==> src/cap_params_pkg.sv <==
// constants and carrier types for the host controller capability parameters
package cap_params_pkg;
  localparam logic [7:0] STRUCT_OFS = 8'h04;
  localparam logic [7:0] CAP_OFS = 8'h08;
  localparam logic [7:0] ROUTE_LO_OFS = 8'h0c;
  localparam logic [7:0] ROUTE_HI_OFS = 8'h10;
  // structural parameter field positions
  localparam int NPORTS_POS = 0;
  localparam int PPC_POS = 4;
  localparam int PRR_POS = 7;
  localparam int NPCC_POS = 8;
  localparam int NCC_POS = 12;
  // capability parameter field positions
  localparam int WIDE_POS = 0;
  localparam int FRAME_LIST_PROGRAMMABLE_POS = 1;
  localparam int IST_POS = 4;
  // command register frame list size field position
  localparam int FLS_POS = 2;
  // reset values and fixed sizes
  localparam logic [3:0] NPORTS_RST = 4'h4;
  localparam logic [3:0] NPCC_RST = 4'h2;
  localparam logic [3:0] NCC_RST = 4'h2;
  localparam logic PRR_RST = 1'b1;
  localparam logic PPC_RST = 1'b1;
  localparam logic [3:0] IST_RST = 4'h1;
  localparam logic FRAME_LIST_PROGRAMMABLE_RST = 1'b1;
  localparam logic WIDE_RST = 1'b0;
  localparam logic [1:0] FLS_RST = 2'h0;
  localparam logic [59:0] ROUTE_RST = 60'h000_0000_0000_1100;
  localparam int MAX_PORTS = 15;
  localparam int ROUTE_W = 4;
  localparam logic [10:0] FULL_LIST_LEN = 11'h400;
  localparam logic [3:0] WHOLE_FRAME_UFRAMES = 4'h8;

  typedef struct packed {
    logic [3:0] companion_count;
    logic [3:0] ports_per_companion;
    logic routing_rule_flag;
    logic power_switch_present;
    logic [3:0] n_ports;
  } struct_fields_t;

  typedef struct packed {
    logic [3:0] iso_schedule_threshold;
    logic frame_list_programmable;
    logic wide_address_capable;
  } cap_fields_t;

  typedef struct packed {
    logic en;
    logic [7:0] addr;
  } rd_req_t;

  typedef enum logic {
    STRAP_WAIT = 1'b0,
    STRAP_DONE = 1'b1
  } strap_state_t;
endpackage

==> src/cap_params.sv <==
// read-only capability and structural parameters of the enhanced host controller
`timescale 1ns/100ps
// Overview of operation
// flag 0: consecutive port groups per companion
// flag 1: route from leading array elements
// power switch bit governs port power
// port count reads 1h to Fh
// decoded port registers equal port count
// threshold top 0: low bits micro frames
// threshold top 1: software assumes whole frame
// fixed list: 1024 entries, size bits zero
// programmable list: software picks smaller size
// software aligns frame list to 4 kB
// address bit 0 for 32, 1 for 64
// route array: fifteen 4-bit port elements
// ports per companion consistent with counts
// fields read-only, reserved bits zero
module cap_params #(
  parameter logic [3:0] N_PORTS = cap_params_pkg::NPORTS_RST,
  parameter logic [3:0] PORTS_PER_COMPANION = cap_params_pkg::NPCC_RST,
  parameter logic [3:0] N_CC = cap_params_pkg::NCC_RST,
  parameter logic ROUTING_RULE_FLAG = cap_params_pkg::PRR_RST,
  parameter logic [3:0] ISO_SCHEDULE_THRESHOLD = cap_params_pkg::IST_RST,
  parameter logic FRAME_LIST_PROGRAMMABLE = cap_params_pkg::FRAME_LIST_PROGRAMMABLE_RST,
  parameter logic WIDE = cap_params_pkg::WIDE_RST,
  parameter logic [59:0] ROUTE = cap_params_pkg::ROUTE_RST
) (
  input wire logic clk_i,
  input wire logic rst_n_i,
  input wire logic rd_en_i,
  input wire logic wr_en_i,
  input wire logic [7:0] addr_i,
  input wire logic [31:0] wr_data_i,
  output logic [31:0] rd_data_o,
  output logic rd_valid_o,
  input wire logic power_strap_i,
  input wire logic [14:0] port_power_req_i,
  output logic [14:0] port_power_o,
  input wire logic [3:0] port_reg_idx_i,
  output logic port_reg_hit_o,
  input wire logic cmd_wr_i,
  input wire logic [31:0] cmd_wr_data_i,
  output logic [1:0] frame_list_size_select_o,
  output logic [10:0] frame_list_len_o,
  input wire logic [31:0] frame_list_base_i,
  input wire logic [9:0] frame_index_i,
  output logic [31:0] frame_entry_addr_o,
  output logic [3:0] iso_uframes_o,
  output logic [59:0] companion_sel_o,
  output logic [14:0] port_en_o
);
  localparam int P = cap_params_pkg::MAX_PORTS;

  // a zero port count is undefined, so it never reaches the register
  localparam logic [3:0] NP = (N_PORTS == 4'h0) ? 4'h1 : N_PORTS;

  logic [2:0] strap_sync_r;
  logic [2:0] strap_fill_r;
  logic power_switch_present_r;
  cap_params_pkg::strap_state_t strap_state_r;
  cap_params_pkg::strap_state_t strap_state_nxt;
  logic [1:0] fls_r;
  logic [1:0] fls_nxt;
  logic [31:0] rd_data_r;
  logic [31:0] rd_data_nxt;
  logic rd_valid_r;
  cap_params_pkg::rd_req_t req;
  cap_params_pkg::struct_fields_t sp;
  cap_params_pkg::cap_fields_t cp;
  wire logic strap_stable;
  wire logic [31:0] struct_word;
  wire logic [31:0] cap_word;
  wire logic [31:0] route_lo_word;
  wire logic [31:0] route_hi_word;
  wire logic hit_struct;
  wire logic hit_cap;
  wire logic hit_lo;
  wire logic hit_hi;

  assign req = '{en: rd_en_i, addr: addr_i};

  // strap pin: three stages, accepted once the last two agree
  always_ff @(posedge clk_i or negedge rst_n_i)
  begin
    if (!rst_n_i)
    begin
      strap_sync_r <= 3'h0;
      strap_fill_r <= 3'h0;
    end
    else
    begin
      strap_sync_r <= {strap_sync_r[1:0], power_strap_i};
      strap_fill_r <= {strap_fill_r[1:0], 1'b1};
    end
  end

  // reset zeros in the chain are not the pin, so wait until it has filled
  assign strap_stable = strap_fill_r[2] && (strap_sync_r[1] == strap_sync_r[2]);
  assign strap_state_nxt = (strap_state_r == cap_params_pkg::STRAP_WAIT && strap_stable) ?
                           cap_params_pkg::STRAP_DONE : strap_state_r;

  always_ff @(posedge clk_i or negedge rst_n_i)
  begin
    if (!rst_n_i)
    begin
      strap_state_r <= cap_params_pkg::STRAP_WAIT;
      power_switch_present_r <= cap_params_pkg::PPC_RST;
    end
    else
    begin
      strap_state_r <= strap_state_nxt;
      case (strap_state_r)
        cap_params_pkg::STRAP_WAIT:
          if (strap_stable)
            power_switch_present_r <= strap_sync_r[2];
        default:
          power_switch_present_r <= power_switch_present_r;
      endcase
    end
  end

  assign sp = '{companion_count: N_CC, ports_per_companion: PORTS_PER_COMPANION, routing_rule_flag: ROUTING_RULE_FLAG,
                power_switch_present: power_switch_present_r, n_ports: NP};
  assign cp = '{iso_schedule_threshold: ISO_SCHEDULE_THRESHOLD, frame_list_programmable: FRAME_LIST_PROGRAMMABLE,
                wide_address_capable: WIDE};

  // reserved bits are tied to zero; writes to this space have no target
  assign struct_word = {16'h0000, sp.companion_count, sp.ports_per_companion,
                        sp.routing_rule_flag, 2'h0, sp.power_switch_present, sp.n_ports};
  assign cap_word = {24'h00_0000, cp.iso_schedule_threshold, 2'h0,
                     cp.frame_list_programmable, cp.wide_address_capable};
  assign route_lo_word = ROUTE[31:0];
  assign route_hi_word = {4'h0, ROUTE[59:32]};

  assign hit_struct = req.addr == cap_params_pkg::STRUCT_OFS;
  assign hit_cap = req.addr == cap_params_pkg::CAP_OFS;
  assign hit_lo = req.addr == cap_params_pkg::ROUTE_LO_OFS;
  assign hit_hi = req.addr == cap_params_pkg::ROUTE_HI_OFS;
  assign rd_data_nxt = !req.en ? rd_data_r :
                       hit_struct ? struct_word :
                       hit_cap ? cap_word :
                       hit_lo ? route_lo_word :
                       hit_hi ? route_hi_word : 32'h0000_0000;

  always_ff @(posedge clk_i or negedge rst_n_i)
  begin
    if (!rst_n_i)
    begin
      rd_data_r <= 32'h0000_0000;
      rd_valid_r <= 1'b0;
    end
    else
    begin
      rd_data_r <= rd_data_nxt;
      rd_valid_r <= req.en;
    end
  end

  assign rd_data_o = rd_data_r;
  assign rd_valid_o = rd_valid_r;

  // size bits stay zero when the list length is fixed
  assign fls_nxt = !cp.frame_list_programmable ? 2'h0 :
                   cmd_wr_i ? cmd_wr_data_i[cap_params_pkg::FLS_POS +: 2] : fls_r;

  always_ff @(posedge clk_i or negedge rst_n_i)
  begin
    if (!rst_n_i)
      fls_r <= cap_params_pkg::FLS_RST;
    else
      fls_r <= fls_nxt;
  end

  assign frame_list_size_select_o = fls_r;
  assign frame_list_len_o = cap_params_pkg::FULL_LIST_LEN >> fls_r;
  // base low bits are not added in: the list is assumed page aligned
  assign frame_entry_addr_o = {frame_list_base_i[31:12],
                               frame_index_i & 10'(frame_list_len_o - 11'h001), 2'h0};

  assign iso_uframes_o = cp.iso_schedule_threshold[3] ?
                         cap_params_pkg::WHOLE_FRAME_UFRAMES :
                         {1'b0, cp.iso_schedule_threshold[2:0]};

  assign port_reg_hit_o = port_reg_idx_i < sp.n_ports;

  genvar g;
  generate
    for (g = 0; g < P; g++)
    begin : g_pwr
      // without switches every enabled port is always powered
      assign port_power_o[g] = port_en_o[g] &
                               (!sp.power_switch_present | port_power_req_i[g]);
    end
  endgenerate

  port_router #(
    .PORTS(P)
  ) u_router (
    .routing_rule_flag_i(sp.routing_rule_flag),
    .ports_per_companion_i(sp.ports_per_companion),
    .n_ports_i(sp.n_ports),
    .companion_route_array_i(ROUTE),
    .companion_sel_o(companion_sel_o),
    .port_en_o(port_en_o)
  );

  wire logic unused_wr;
  assign unused_wr = wr_en_i ^ (^wr_data_i);

  nports_valid_a: assert property (@(posedge clk_i) disable iff (!rst_n_i)
    rd_valid_o && $past(addr_i) == cap_params_pkg::STRUCT_OFS |-> rd_data_o[3:0] != 4'h0)
    else $error("port count read as zero");
  read_latency_a: assert property (@(posedge clk_i) disable iff (!rst_n_i)
    rd_en_i && addr_i == cap_params_pkg::CAP_OFS |=> rd_valid_o && rd_data_o[31:8] == 24'h0
    && rd_data_o[3:2] == 2'h0)
    else $error("capability word reserved bits not zero");
  write_ignored_a: assert property (@(posedge clk_i) disable iff (!rst_n_i)
    rd_en_i && addr_i == cap_params_pkg::STRUCT_OFS ##1 wr_en_i [*2] ##1
    rd_en_i && addr_i == cap_params_pkg::STRUCT_OFS |=> rd_data_o == $past(rd_data_o, 3))
    else $error("write changed a read-only field");
  fixed_fls_a: assert property (@(posedge clk_i) disable iff (!rst_n_i)
    !cp.frame_list_programmable |-> fls_r == 2'h0 && frame_list_len_o == 11'h400)
    else $error("size bits nonzero with fixed list");
  fls_follow_a: assert property (@(posedge clk_i) disable iff (!rst_n_i)
    cp.frame_list_programmable && cmd_wr_i |=> fls_r == $past(cmd_wr_data_i[3:2]))
    else $error("frame list size write not taken");
  port_decode_a: assert property (@(posedge clk_i) disable iff (!rst_n_i)
    port_reg_hit_o == (port_reg_idx_i < sp.n_ports) && $countones(port_en_o) == int'(sp.n_ports))
    else $error("port decode disagrees with port count");
  iso_thresh_a: assert property (@(posedge clk_i) disable iff (!rst_n_i)
    !cp.iso_schedule_threshold[3] |-> iso_uframes_o == {1'b0, cp.iso_schedule_threshold[2:0]})
    else $error("iso threshold micro frames wrong");
  group_route_a: assert property (@(posedge clk_i) disable iff (!rst_n_i)
    !sp.routing_rule_flag && sp.ports_per_companion != 4'h0 && sp.n_ports > 4'h1 |->
    companion_sel_o[7:4] == ((sp.ports_per_companion > 4'h1) ? 4'h0 : 4'h1))
    else $error("grouped routing wrong for second port");
  list_route_a: assert property (@(posedge clk_i) disable iff (!rst_n_i)
    sp.routing_rule_flag |-> companion_sel_o[3:0] == ROUTE[3:0])
    else $error("listed routing wrong for first port");
  power_fixed_a: assert property (@(posedge clk_i) disable iff (!rst_n_i)
    !sp.power_switch_present |-> port_power_o == port_en_o)
    else $error("unswitched port not powered");
  consistent_a: assert property (@(posedge clk_i) disable iff (!rst_n_i)
    8'(sp.ports_per_companion) * 8'(sp.companion_count) >= 8'(sp.n_ports)
    || sp.routing_rule_flag)
    else $error("ports per companion inconsistent");
  strap_done_a: assert property (@(posedge clk_i) disable iff (!rst_n_i)
    $rose(rst_n_i) |-> ##[1:8] strap_state_r == cap_params_pkg::STRAP_DONE)
    else $error("strap never captured");

  read_struct_c: cover property (@(posedge clk_i) disable iff (!rst_n_i)
    rd_en_i && addr_i == cap_params_pkg::STRUCT_OFS ##1 rd_valid_o);
  fls_change_c: cover property (@(posedge clk_i) disable iff (!rst_n_i)
    cmd_wr_i ##1 fls_r != 2'h0);
  unmapped_c: cover property (@(posedge clk_i) disable iff (!rst_n_i)
    rd_en_i && !(hit_struct || hit_cap || hit_lo || hit_hi) ##1 rd_data_o == 32'h0);
endmodule // cap_params

==> src/port_router.sv <==
// per-port companion controller assignment
`timescale 1ns/100ps
module port_router #(
  parameter int PORTS = 15
) (
  input wire logic routing_rule_flag_i,
  input wire logic [3:0] ports_per_companion_i,
  input wire logic [3:0] n_ports_i,
  input wire logic [PORTS*4-1:0] companion_route_array_i,
  output logic [PORTS*4-1:0] companion_sel_o,
  output logic [PORTS-1:0] port_en_o
);
  genvar g;
  generate
    for (g = 0; g < PORTS; g++)
    begin : g_port
      localparam logic [3:0] IDX = 4'(g);
      wire logic [3:0] grouped;
      wire logic [3:0] listed;
      wire logic valid;
      // a zero group size would divide by zero, so it routes all to the first
      assign grouped = (ports_per_companion_i == 4'h0) ? 4'h0 : IDX / ports_per_companion_i;
      assign listed = companion_route_array_i[g*4 +: 4];
      assign valid = IDX < n_ports_i;
      assign port_en_o[g] = valid;
      assign companion_sel_o[g*4 +: 4] = !valid ? 4'h0 :
                                         routing_rule_flag_i ? listed : grouped;
    end
  endgenerate
endmodule // port_router

==> config.mk <==
export PLATFORM = sky130hd
export DESIGN_NAME = cap_params
export DESIGN_NICKNAME = d
export VERILOG_FILES = /design/src/cap_params_pkg.sv /design/src/cap_params.sv /design/src/port_router.sv
export SDC_FILE = /design/constraint.sdc
export NUM_CORES = 1
export LEC_CHECK = 0
export ABC_CLOCK_PERIOD_IN_PS = 1300
export BUFFER_PORTS_ARGS = -buffer_cell sky130_fd_sc_hd__buf_2
export CAP_MARGIN = 0
export CORE_AREA = 2 2 121 123
export CTS_CLUSTER_DIAMETER = 150
export DETAILED_ROUTE_END_ITERATION = 7
export DIE_AREA = 0 0 123 125
export SLEW_MARGIN = 10
export SYNTH_ARGS = -nofsm -noshare
export SYNTH_HDL_FRONTEND = slang
export SYNTH_SLANG_ARGS = --single-unit
==> constraint.sdc <==
create_clock -name clk_i -period 1.3 [get_ports clk_i]
set_input_delay 0.065 -clock clk_i [delete_from_list [all_inputs] [get_ports clk_i]]
set_output_delay 0.065 -clock clk_i [all_outputs]
set_load 0.01 [all_outputs]
==> metrics.cfg, run 1 <==
[logic_synthesis]
ys.warnings.count=0
syn_inst=207
synth_area_sq_um=1788
ys_seq_area_frac=0.2106
synth-seq-cells=15
synth_area_per_cell_sq_um=8.638
async_flop_share=1.000
ys_types=21
synth_edf_count=0
yosys_most_used_dff=dfrtp_1

[sta]
setup_tns_ps=0
period_needed_ps=1173
finalSetupViolations=0
drv_slew=0
rsz0062_at_grt=no
maxClockFrequency_ghz=0.8522
fin_skew_ps=1.477
hold_viol_final=0
period_share=0.9027
fin_ws_ps=126.5
hold_ws_ps=29.52

[setup_path]
setup.worst_path.start_class=flip-flop
worst_r2r_path_depth=3
path_cells=or3b_2 -> a21oi_1 -> nor2_1
path_depth=3
critPathSlowestCell=or3b_2
cp.arrival_ps=1350
critPathTopFamily=simple AND/OR/NAND/NOR gates
critical_path.max_fanout=4
crit_type=reg -> reg
crit_end=power_switch_present_r$_DFFE_PN1P_
r2r_start=strap_sync_r[1]$_DFF_PN0_
reg2reg_setup_slack_ps=130
cp.required_ps=1480
rr_endpoint=power_switch_present_r$_DFFE_PN1P_
slowest_delay_ps=480
cp-startpoint=strap_sync_r[1]$_DFF_PN0_
end_kind=flip-flop
cp_num_buf_inv=0

[place]
place_congestion=0.6444
place_area_sq_um=1550
place_inst=405
port-buffer-count=46
post-place-ws_ps=126.6
dp_hpwl_um=2279

[floorplan]
coreArea_sq_um=14200
die_h_um=125
row_count=44
die_w_um=123
pin_count=312
initial_core_util=0.1259
fp.dieArea_sq_um=15380

[power_and_ir_drop]
leakage_nw=0.9369
p_seq_frac=0.354
power_mw=1.418
powerDensity_nw_per_um2=858.0
power_frac_comb=0.210
swShare=0.3162
ir_drop_v=0.0003281
p_int_uw=969.8
p_sw_uw=448.4
clockPowerShare=0.436

[clock_tree]
ctsResizeCount=0
root_buffer=clkbuf_16
cts_tree=yes
htreeDepth=1
clock-sinks=15
cts.reportedPaths.clkPinSlew_ps=50
clockBufferDepth=2
cts_buffers=3
cts-hold-fix-buffers=2
cts_setup_buffers=0
worstSkewPairLatency_ps=240

[finish]
design_area_sq_um=1653
drive_gt1_frac=0.2511
num_antenna_cells=0
final_util=0.1164
final_common_cell=conb_1
multi_input_area_sq_um=701.9
final_cells=411
fillers=1658
final_cell_mix=conb_1 (124), buf_2 (46), dfrtp_1 (14), nor2b_1 (8), nand2b_1 (4)
syn_to_final_growth_pct=-7.557
nets=367
seqCellArea_sq_um=376.6

[job]
max-cap-violations=0

[global_route]
grt_usage=0.03010
grt_pass1_wl_um=3394
grt_overflow=0
grt_pass1_vias=613
antenna_found_initial=0
grt_max_degree=16

[route]
first_pass_iters=2
drc_errors=0
routed_wl_um=2636
drt_iter0_drc=13
antenna_left=0
vias=929
wire_per_inst_um=6.414
viasPerCell=2.260

[min_path]
hold_path_class=in -> reg

[run_status]
status=finished clean

## cell usage after synthesis, types with 2 or more instances
master | number | share of area
and2_1 | 2 | 0.0070
a41o_1 | 3 | 0.017
buf_4 | 154 | 0.65
nor2b_1 | 8 | 0.028
nand2_1 | 2 | 0.0042
inv_1 | 3 | 0.0063
mux2_2 | 2 | 0.013
nand2b_1 | 4 | 0.014
dfrtp_1 | 14 | 0.20
nor2_1 | 3 | 0.0063
conb_1 | 2 | 0.0042
## final cells by class
class | instances | area share
clock buffers | 3 | 0.04542
inverters | 3 | 0.006813
flip-flops and latches | 15 | 0.2279
multi-input cells | 157 | 0.4247
clock inverters | 1 | 0.004542
repair buffers | 48 | 0.1514
well taps | 184 | 0.1393
## flip-flops by register name, indices dropped and copies added, names as in the netlist
name	flops
strap_sync_r	3
strap_fill_r	3
rd_data_o	4
strap_state_r	1
rd_valid_o	1
power_switch_present_r	1
frame_list_size_select_o	2
## per-layer routing
layer	part of all wire	vias to the layer above	GRT usage
li1	-	404	-
met1	0.33	409	0.03364
met2	0.49	100	0.04550
met3	0.14	16	0.01551
met4	0.031	0	0.01738
met5	0	-	0
## power by group through the flow
| stage | clock, mW | sequential (mW) | combinational, mW |
|---|---|---|---|
| 2_1_floorplan | 0 | 0.509 | 0.560 |
| 4_1_cts | 0.653 | 0.503 | 0.294 |
| 6_report | 0.618 | 0.502 | 0.298 |
| 5_1_grt | 0.679 | 0.506 | 0.335 |
| 3_5_place_dp | 0 | 0.511 | 0.288 |
| 3_3_place_gp | 0 | 0.511 | 0.286 |
## how the worst min path moves through the flow
stage / depth (start not counted) / start / endpoint
final: 1 / rd_en_i / rd_valid_o$_DFF_PN0_
after detailed placement: 1 / rst_n_i / rd_valid_o$_DFF_PN0_
after CTS: 1 / rd_en_i / rd_valid_o$_DFF_PN0_
after floorplan: 0 / rst_n_i / frame_list_size_select_o[0]$_DFFE_PN0P_
after global routing: 1 / rd_en_i / rd_valid_o$_DFF_PN0_
after global placement: 1 / rst_n_i / strap_state_r$_DFFE_PN0P_
## cells by family after synthesis
kind of cell              count (synthesis)  share of synthesized area
buffers and inverters                   157                     0.6529
and+or+nand+nor                          23                    0.08398
DFF                                      15                     0.2106
AOI/OAI and AO/OA                         7                    0.03079
muxes                                     2                    0.01260
other                                     2                   0.004200
xor gates and xnor gates                  1                   0.004899
Power figures use the tool's default switching activity.
==> inputs of run 2 (changes only) <==
--- a/config.mk
+++ b/config.mk
@@ -8,11 +8,15 @@
 export ABC_CLOCK_PERIOD_IN_PS = 1300
 export BUFFER_PORTS_ARGS = -buffer_cell sky130_fd_sc_hd__buf_2
 export CAP_MARGIN = 0
-export CORE_AREA = 2 2 121 123
+export CELL_PAD_IN_SITES_DETAIL_PLACEMENT = 1
+export CELL_PAD_IN_SITES_GLOBAL_PLACEMENT = 1
+export CORE_MARGIN = 1.5
+export CORE_UTILIZATION = 28
 export CTS_CLUSTER_DIAMETER = 150
 export DETAILED_ROUTE_END_ITERATION = 7
-export DIE_AREA = 0 0 123 125
+export PLACE_DENSITY_LB_ADDON = 0.1
 export SLEW_MARGIN = 10
 export SYNTH_ARGS = -nofsm -noshare
 export SYNTH_HDL_FRONTEND = slang
+export SYNTH_HIERARCHICAL = 1
 export SYNTH_SLANG_ARGS = --single-unit
==> run 2 against run 1 <==
Maximum frequency decreased by 5.5%. First-iteration DRC count grew to 12 times the previous value. Non-clock buffer count is 14 higher.
==> metrics.cfg, run 2 <==
[run_status]
status=finished clean

[clock_tree]
htreeDepth=1
cts.reportedPaths.clkPinSlew_ps=50
clockBufferDepth=2
root_buffer=clkbuf_16
clock-sinks=15
worstSkewPairLatency_ps=250
cts_tree=yes
cts_buffers=3

[setup_path]
slowest_delay_ps=680
path_cells=a21boi_0 -> buf_2
cp.arrival_ps=1180
end_kind=output port
cp.required_ps=1240
crit_type=reg -> out
setup.worst_path.start_class=flip-flop
worst_r2r_path_depth=3
critical_path.max_fanout=11
critPathSlowestCell=dfstp_4

[place]
port-buffer-count=57
place_congestion=0.8158
dp_hpwl_um=12570
place_area_sq_um=5004
place_inst=972

[route]
wire_per_inst_um=15.97
drt_iter0_drc=154
routed_wl_um=15670
antenna_left=0
vias=4523
first_pass_iters=4
viasPerCell=4.611
drc_errors=0

[sta]
period_needed_ps=1242
finalSetupViolations=0
fin_skew_ps=1.388
setup_tns_ps=0
maxClockFrequency_ghz=0.8052
drv_slew=0
rsz0062_at_grt=no
period_share=0.9553
hold_viol_final=0

[global_route]
grt_overflow=0
grt_max_degree=63
grt_pass1_wl_um=23580
grt_pass1_vias=4391
antenna_found_initial=0
grt_usage=0.1754

[power_and_ir_drop]
clockPowerShare=0.226
power_mw=2.698
ir_drop_v=0.0005168
powerDensity_nw_per_um2=525.6
p_seq_frac=0.185
power_frac_comb=0.589
swShare=0.4561
leakage_nw=2.590
p_int_mw=1.467
p_sw_mw=1.230

[logic_synthesis]
synth_edf_count=0
synth_top_area_share=0.1779
ys.warnings.count=6
synth_area_sq_um=4572
yosysTopAreaCell=ha_1
ys_types=65
synth-seq-cells=15
syn_inst=641
synth.most_common_cell=buf_4
synthTopCellsByArea=ha_1 (18%), buf_4 (14%), dfrtp_1 (7.7%), a21oi_1 (6.3%), inv_1 (4.7%)
yosys_most_used_dff=dfrtp_1
ys_seq_area_frac=0.08238
yosys-top-cells-count=buf_4 (85), ha_1 (65), a21oi_1 (58), inv_1 (57), nor2_1 (55)
async_flop_share=1.000
synth_area_per_cell_sq_um=7.132

[finish]
syn_to_final_growth_pct=12.26
largest_reg_flops=4
nets=970
final_cell_mix=conb_1 (166), ha_1 (65), a21oi_1 (58), inv_1 (57), buf_2 (57)
final_cells=981
design_area_sq_um=5132
num_antenna_cells=0
final_common_cell=conb_1
drive_gt1_frac=0.1203

[floorplan]
coreArea_sq_um=15940
row_count=46
fp.dieArea_sq_um=17100
initial_core_util=0.2868
die_h_um=130.8
die_w_um=130.8
pin_count=312

[min_path]
hold_path_depth=2
hold_path_class=in -> reg

[job]
max-cap-violations=0

==> run 2: power groups by stage <==
| stage | registers (mW) | logic (mW) | clock network [mW] |
|---|---|---|---|
| 2_1_floorplan | 0.510 | 1.37 | 0 |
| 3_3_place_gp | 0.507 | 1.25 | 0 |
| 3_5_place_dp | 0.508 | 1.25 | 0 |
| 4_1_cts | 0.500 | 1.26 | 0.625 |
| 5_1_grt | 0.503 | 1.82 | 0.646 |
| 6_report | 0.500 | 1.59 | 0.609 |
==> run 2: final timing paths <==
kind / to / slack, ps / start
hold / removal: frame_list_size_select_o[0]$_DFFE_PN0P_ / 50 / cmd_wr_data_i[2]
hold reg to reg: strap_fill_r[1]$_DFF_PN0_ / 350 / strap_fill_r[0]$_DFF_PN0_
setup / recovery: port_power_o[0] / 60 / power_switch_present_r$_DFFE_PN1P_
min in group asynchronous: frame_list_size_select_o[0]$_DFFE_PN0P_ / 260 / rst_n_i
max in group asynchronous: power_switch_present_r$_DFFE_PN1P_ / 740 / rst_n_i
setup reg to reg: rd_data_o[4]$_DFFE_PN0P_ / 210 / power_switch_present_r$_DFFE_PN1P_
==> run 2: routing by layer <==
metal | track usage | share of wire | vias to the layer above
li1 | - | - | 2253
met2 | 0.3118 | 0.47 | 131
met3 | 0.02321 | 0.071 | 10
met1 | 0.2372 | 0.46 | 2129
met5 | 0 | 0 | -
met4 | 0.009050 | 0.0023 | 0
==> run 2: timing repair <==
item | 4_1_cts | 5_1_grt
endpoints found under the setup margin | 4 | 0
setup buffers | 2 | 0
gates resized for setup | 1 | 0
hold endpoints to repair | 16 | 0
hold buffers | 3 | 0
==> run 2: cell type report <==
cell class	count	area, sq um
clock buffer	3	75.07
clock inverter	1	5.005
fill	2121	10810
inverter	57	214.0
multi-input combinational	627	3857
sequential	15	380.4
tap	216	270.3
timing repair buffer	62	330.3
==> run 2: worst max-delay path, delay by kind of cell, from the launching register on <==
family	cells	cell delay [ps]
buf+inv	1	150
flops	1	680
compound gates	1	100
==> run 2: per-stage QoR <==
stage	hold WS, ps	worst slack, ps	utilization
5_1_grt	56.24	7.039	0.3219
2_1_floorplan	-230.6	269.3	-
6_report	53.88	58.11	0.3219
3_5_place_dp	-1.068	194.6	0.3138
3_3_place_gp	-8.325	237.4	0.3138
4_1_cts	52.02	53.52	0.3219
==> run 2: cells by family (layout without fill, tap and decap cells) <==
logic type / Yosys count / in the layout / synth area share
compound gates: 183 / 183 / 0.2592
xor+xnor: 12 / 12 / 0.02299
fa+ha+maj: 65 / 65 / 0.1779
buf+inv: 163 / 123 / 0.2085
flops: 15 / 15 / 0.08238
mux: 21 / 21 / 0.04981
other cells: 2 / 166 / 0.001643
simple gates: 180 / 180 / 0.1976
==> inputs of run 3 (changes only) <==
--- a/config.mk
+++ b/config.mk
@@ -11,7 +11,8 @@
 export CELL_PAD_IN_SITES_DETAIL_PLACEMENT = 1
 export CELL_PAD_IN_SITES_GLOBAL_PLACEMENT = 1
 export CORE_MARGIN = 1.5
-export CORE_UTILIZATION = 28
+export CORE_UTILIZATION = 29
+export CTS_BUF_LIST = sky130_fd_sc_hd__clkbuf_2
 export CTS_CLUSTER_DIAMETER = 150
 export DETAILED_ROUTE_END_ITERATION = 7
 export PLACE_DENSITY_LB_ADDON = 0.1
==> run 3 against run 2 <==
Sequential power is essentially flat. Non-clock buffer count grew 4. Total power shrank 13%.
==> metrics.cfg, run 3 (synthesized netlist as in run 2, its figures left out) <==
[run_status]
status=finished clean

[setup_path]
worst_r2r_path_depth=3
reg2reg_setup_slack_ps=160
r2r_start=power_switch_present_r$_DFFE_PN1P_
crit_type=reg -> out
critical_path.max_fanout=7
setup.worst_path.start_class=flip-flop
cp.arrival_ps=1200
rr_endpoint=rd_data_o[4]$_DFFE_PN0P_
end_kind=output port
cp.required_ps=1240

[global_route]
grtUsageMet2=0.3229
antenna_found_initial=0
grt_max_degree=63
grt_pass1_vias=4420
use_met3=0.02703
grt_overflow=0
grt_usage=0.1836
grt_util_met1=0.2486
grt_pass1_wl_um=24050
top_usage_layer=met2

[job]
max-cap-violations=0

[sta]
period_share=0.9758
fin_ws_ps=31.46
period_needed_ps=1269
hold_viol_final=0
maxClockFrequency_ghz=0.7883
rsz0062_at_grt=yes
finalSetupViolations=0
drv_slew=0
fin_skew_ps=4.729

[route]
wire_per_inst_um=15.99
antenna_left=0
drt_iter0_drc=149
drc_errors=0
first_pass_iters=4
viasPerCell=4.658
vias=4565
routed_wl_um=15670

[place]
place_congestion=0.8098
port-buffer-count=57
post-place-ws_ps=198.8
dp_hpwl_um=12360
place_area_sq_um=4997

[clock_tree]
worstSkewPairLatency_ps=280
root_buffer=clkbuf_2
clock-sinks=15
cts.reportedPaths.clkPinSlew_ps=150
htreeDepth=1
cts_buffers=3
cts_tree=yes
clockBufferDepth=2

[floorplan]
fp.dieArea_sq_um=16530
die_h_um=128.6
row_count=45
die_w_um=128.6
coreArea_sq_um=15310
pin_count=312
initial_core_util=0.2985

[finish]
fillers=2088
num_antenna_cells=0
final_cell_mix=conb_1 (166), ha_1 (65), a21oi_1 (58), buf_2 (58), inv_1 (57)
final_common_cell=conb_1
largest_reg_flops=4
syn_to_final_growth_pct=11.88
design_area_sq_um=5115
drive_gt1_frac=0.1300
seqCellArea_sq_um=382.9
multi_input_area_sq_um=3871
nets=974

[min_path]
hold_path_class=in -> reg
min_from=addr_i[3]
whs_endpoint=rd_data_o[12]$_DFFE_PN0P_
hold_path_depth=3

[power_and_ir_drop]
leakage_nw=2.584
powerDensity_nw_per_um2=459.0
ir_drop_v=0.0002699

## run 3: final cells by class
type                    count  area share
multi-input cells         627      0.7568
flip-flops and latches     15     0.07485
inverters                  57     0.04183
clock buffers               4    0.003914
repair buffers             66     0.07094
well taps                 211     0.05161
## run 3: what timing repair did
item                                   4_1_cts  5_1_grt
resized for setup                            1       10
gates cloned                                 0        0
hold buffers                                 4        1
endpoints found under the hold margin       18        1
setup buffers                                2        2
setup endpoints to repair                    4        6
## run 3: report_power, final
group,internal (mW),leakage (nW),switching [mW]
logic,0.584,2.39,1.03
registers,0.485,0.179,0.0147
clock network,0.0816,0.0166,0.148
total,1.15,2.58,1.20
## run 3: worst max-delay path: stages, from the launching register on
cell and delay [ps]:
dfstp_4 710, a21boi_1 70, buf_2 140
## run 3: stage by stage
step                        util  cells  total power [mW]  hold WS, ps  TNS, ps
after CTS                 0.3313    977             2.001        4.474        0
after global placement    0.3263    967             1.752       -17.06        0
after detailed placement  0.3263    967             1.761      -0.3863        0
after floorplan                -    805             1.884       -230.6        0
after global routing      0.3340    980             2.598        14.10   -78.92
final                     0.3340    980             2.348        44.91        0
## run 3: how the worst max path moves through the flow
| stage | startpoint | end | slack [ps] | cells past startpoint |
|---|---|---|---|---|
| 3_5_place_dp | power_switch_present_r$_DFFE_PN1P_ | port_power_o[1] | 200 | 2 |
| 2_1_floorplan | power_switch_present_r$_DFFE_PN1P_ | port_power_o[0] | 270 | 3 |
| 5_1_grt | power_switch_present_r$_DFFE_PN1P_ | port_power_o[3] | -20 | 2 |
| 4_1_cts | power_switch_present_r$_DFFE_PN1P_ | port_power_o[1] | 1 | 2 |
| 3_3_place_gp | power_switch_present_r$_DFFE_PN1P_ | port_power_o[2] | 240 | 2 |
| 6_report | power_switch_present_r$_DFFE_PN1P_ | port_power_o[3] | 30 | 2 |
## run 3: metal layers
metal | vias up | part of all wire | wire length (um)
met4 | 0 | 0.0017 | 27
met3 | 6 | 0.063 | 986
met1 | 2159 | 0.46 | 7284
li1 | 2263 | - | -
met5 | - | 0 | 0
met2 | 137 | 0.47 | 7371
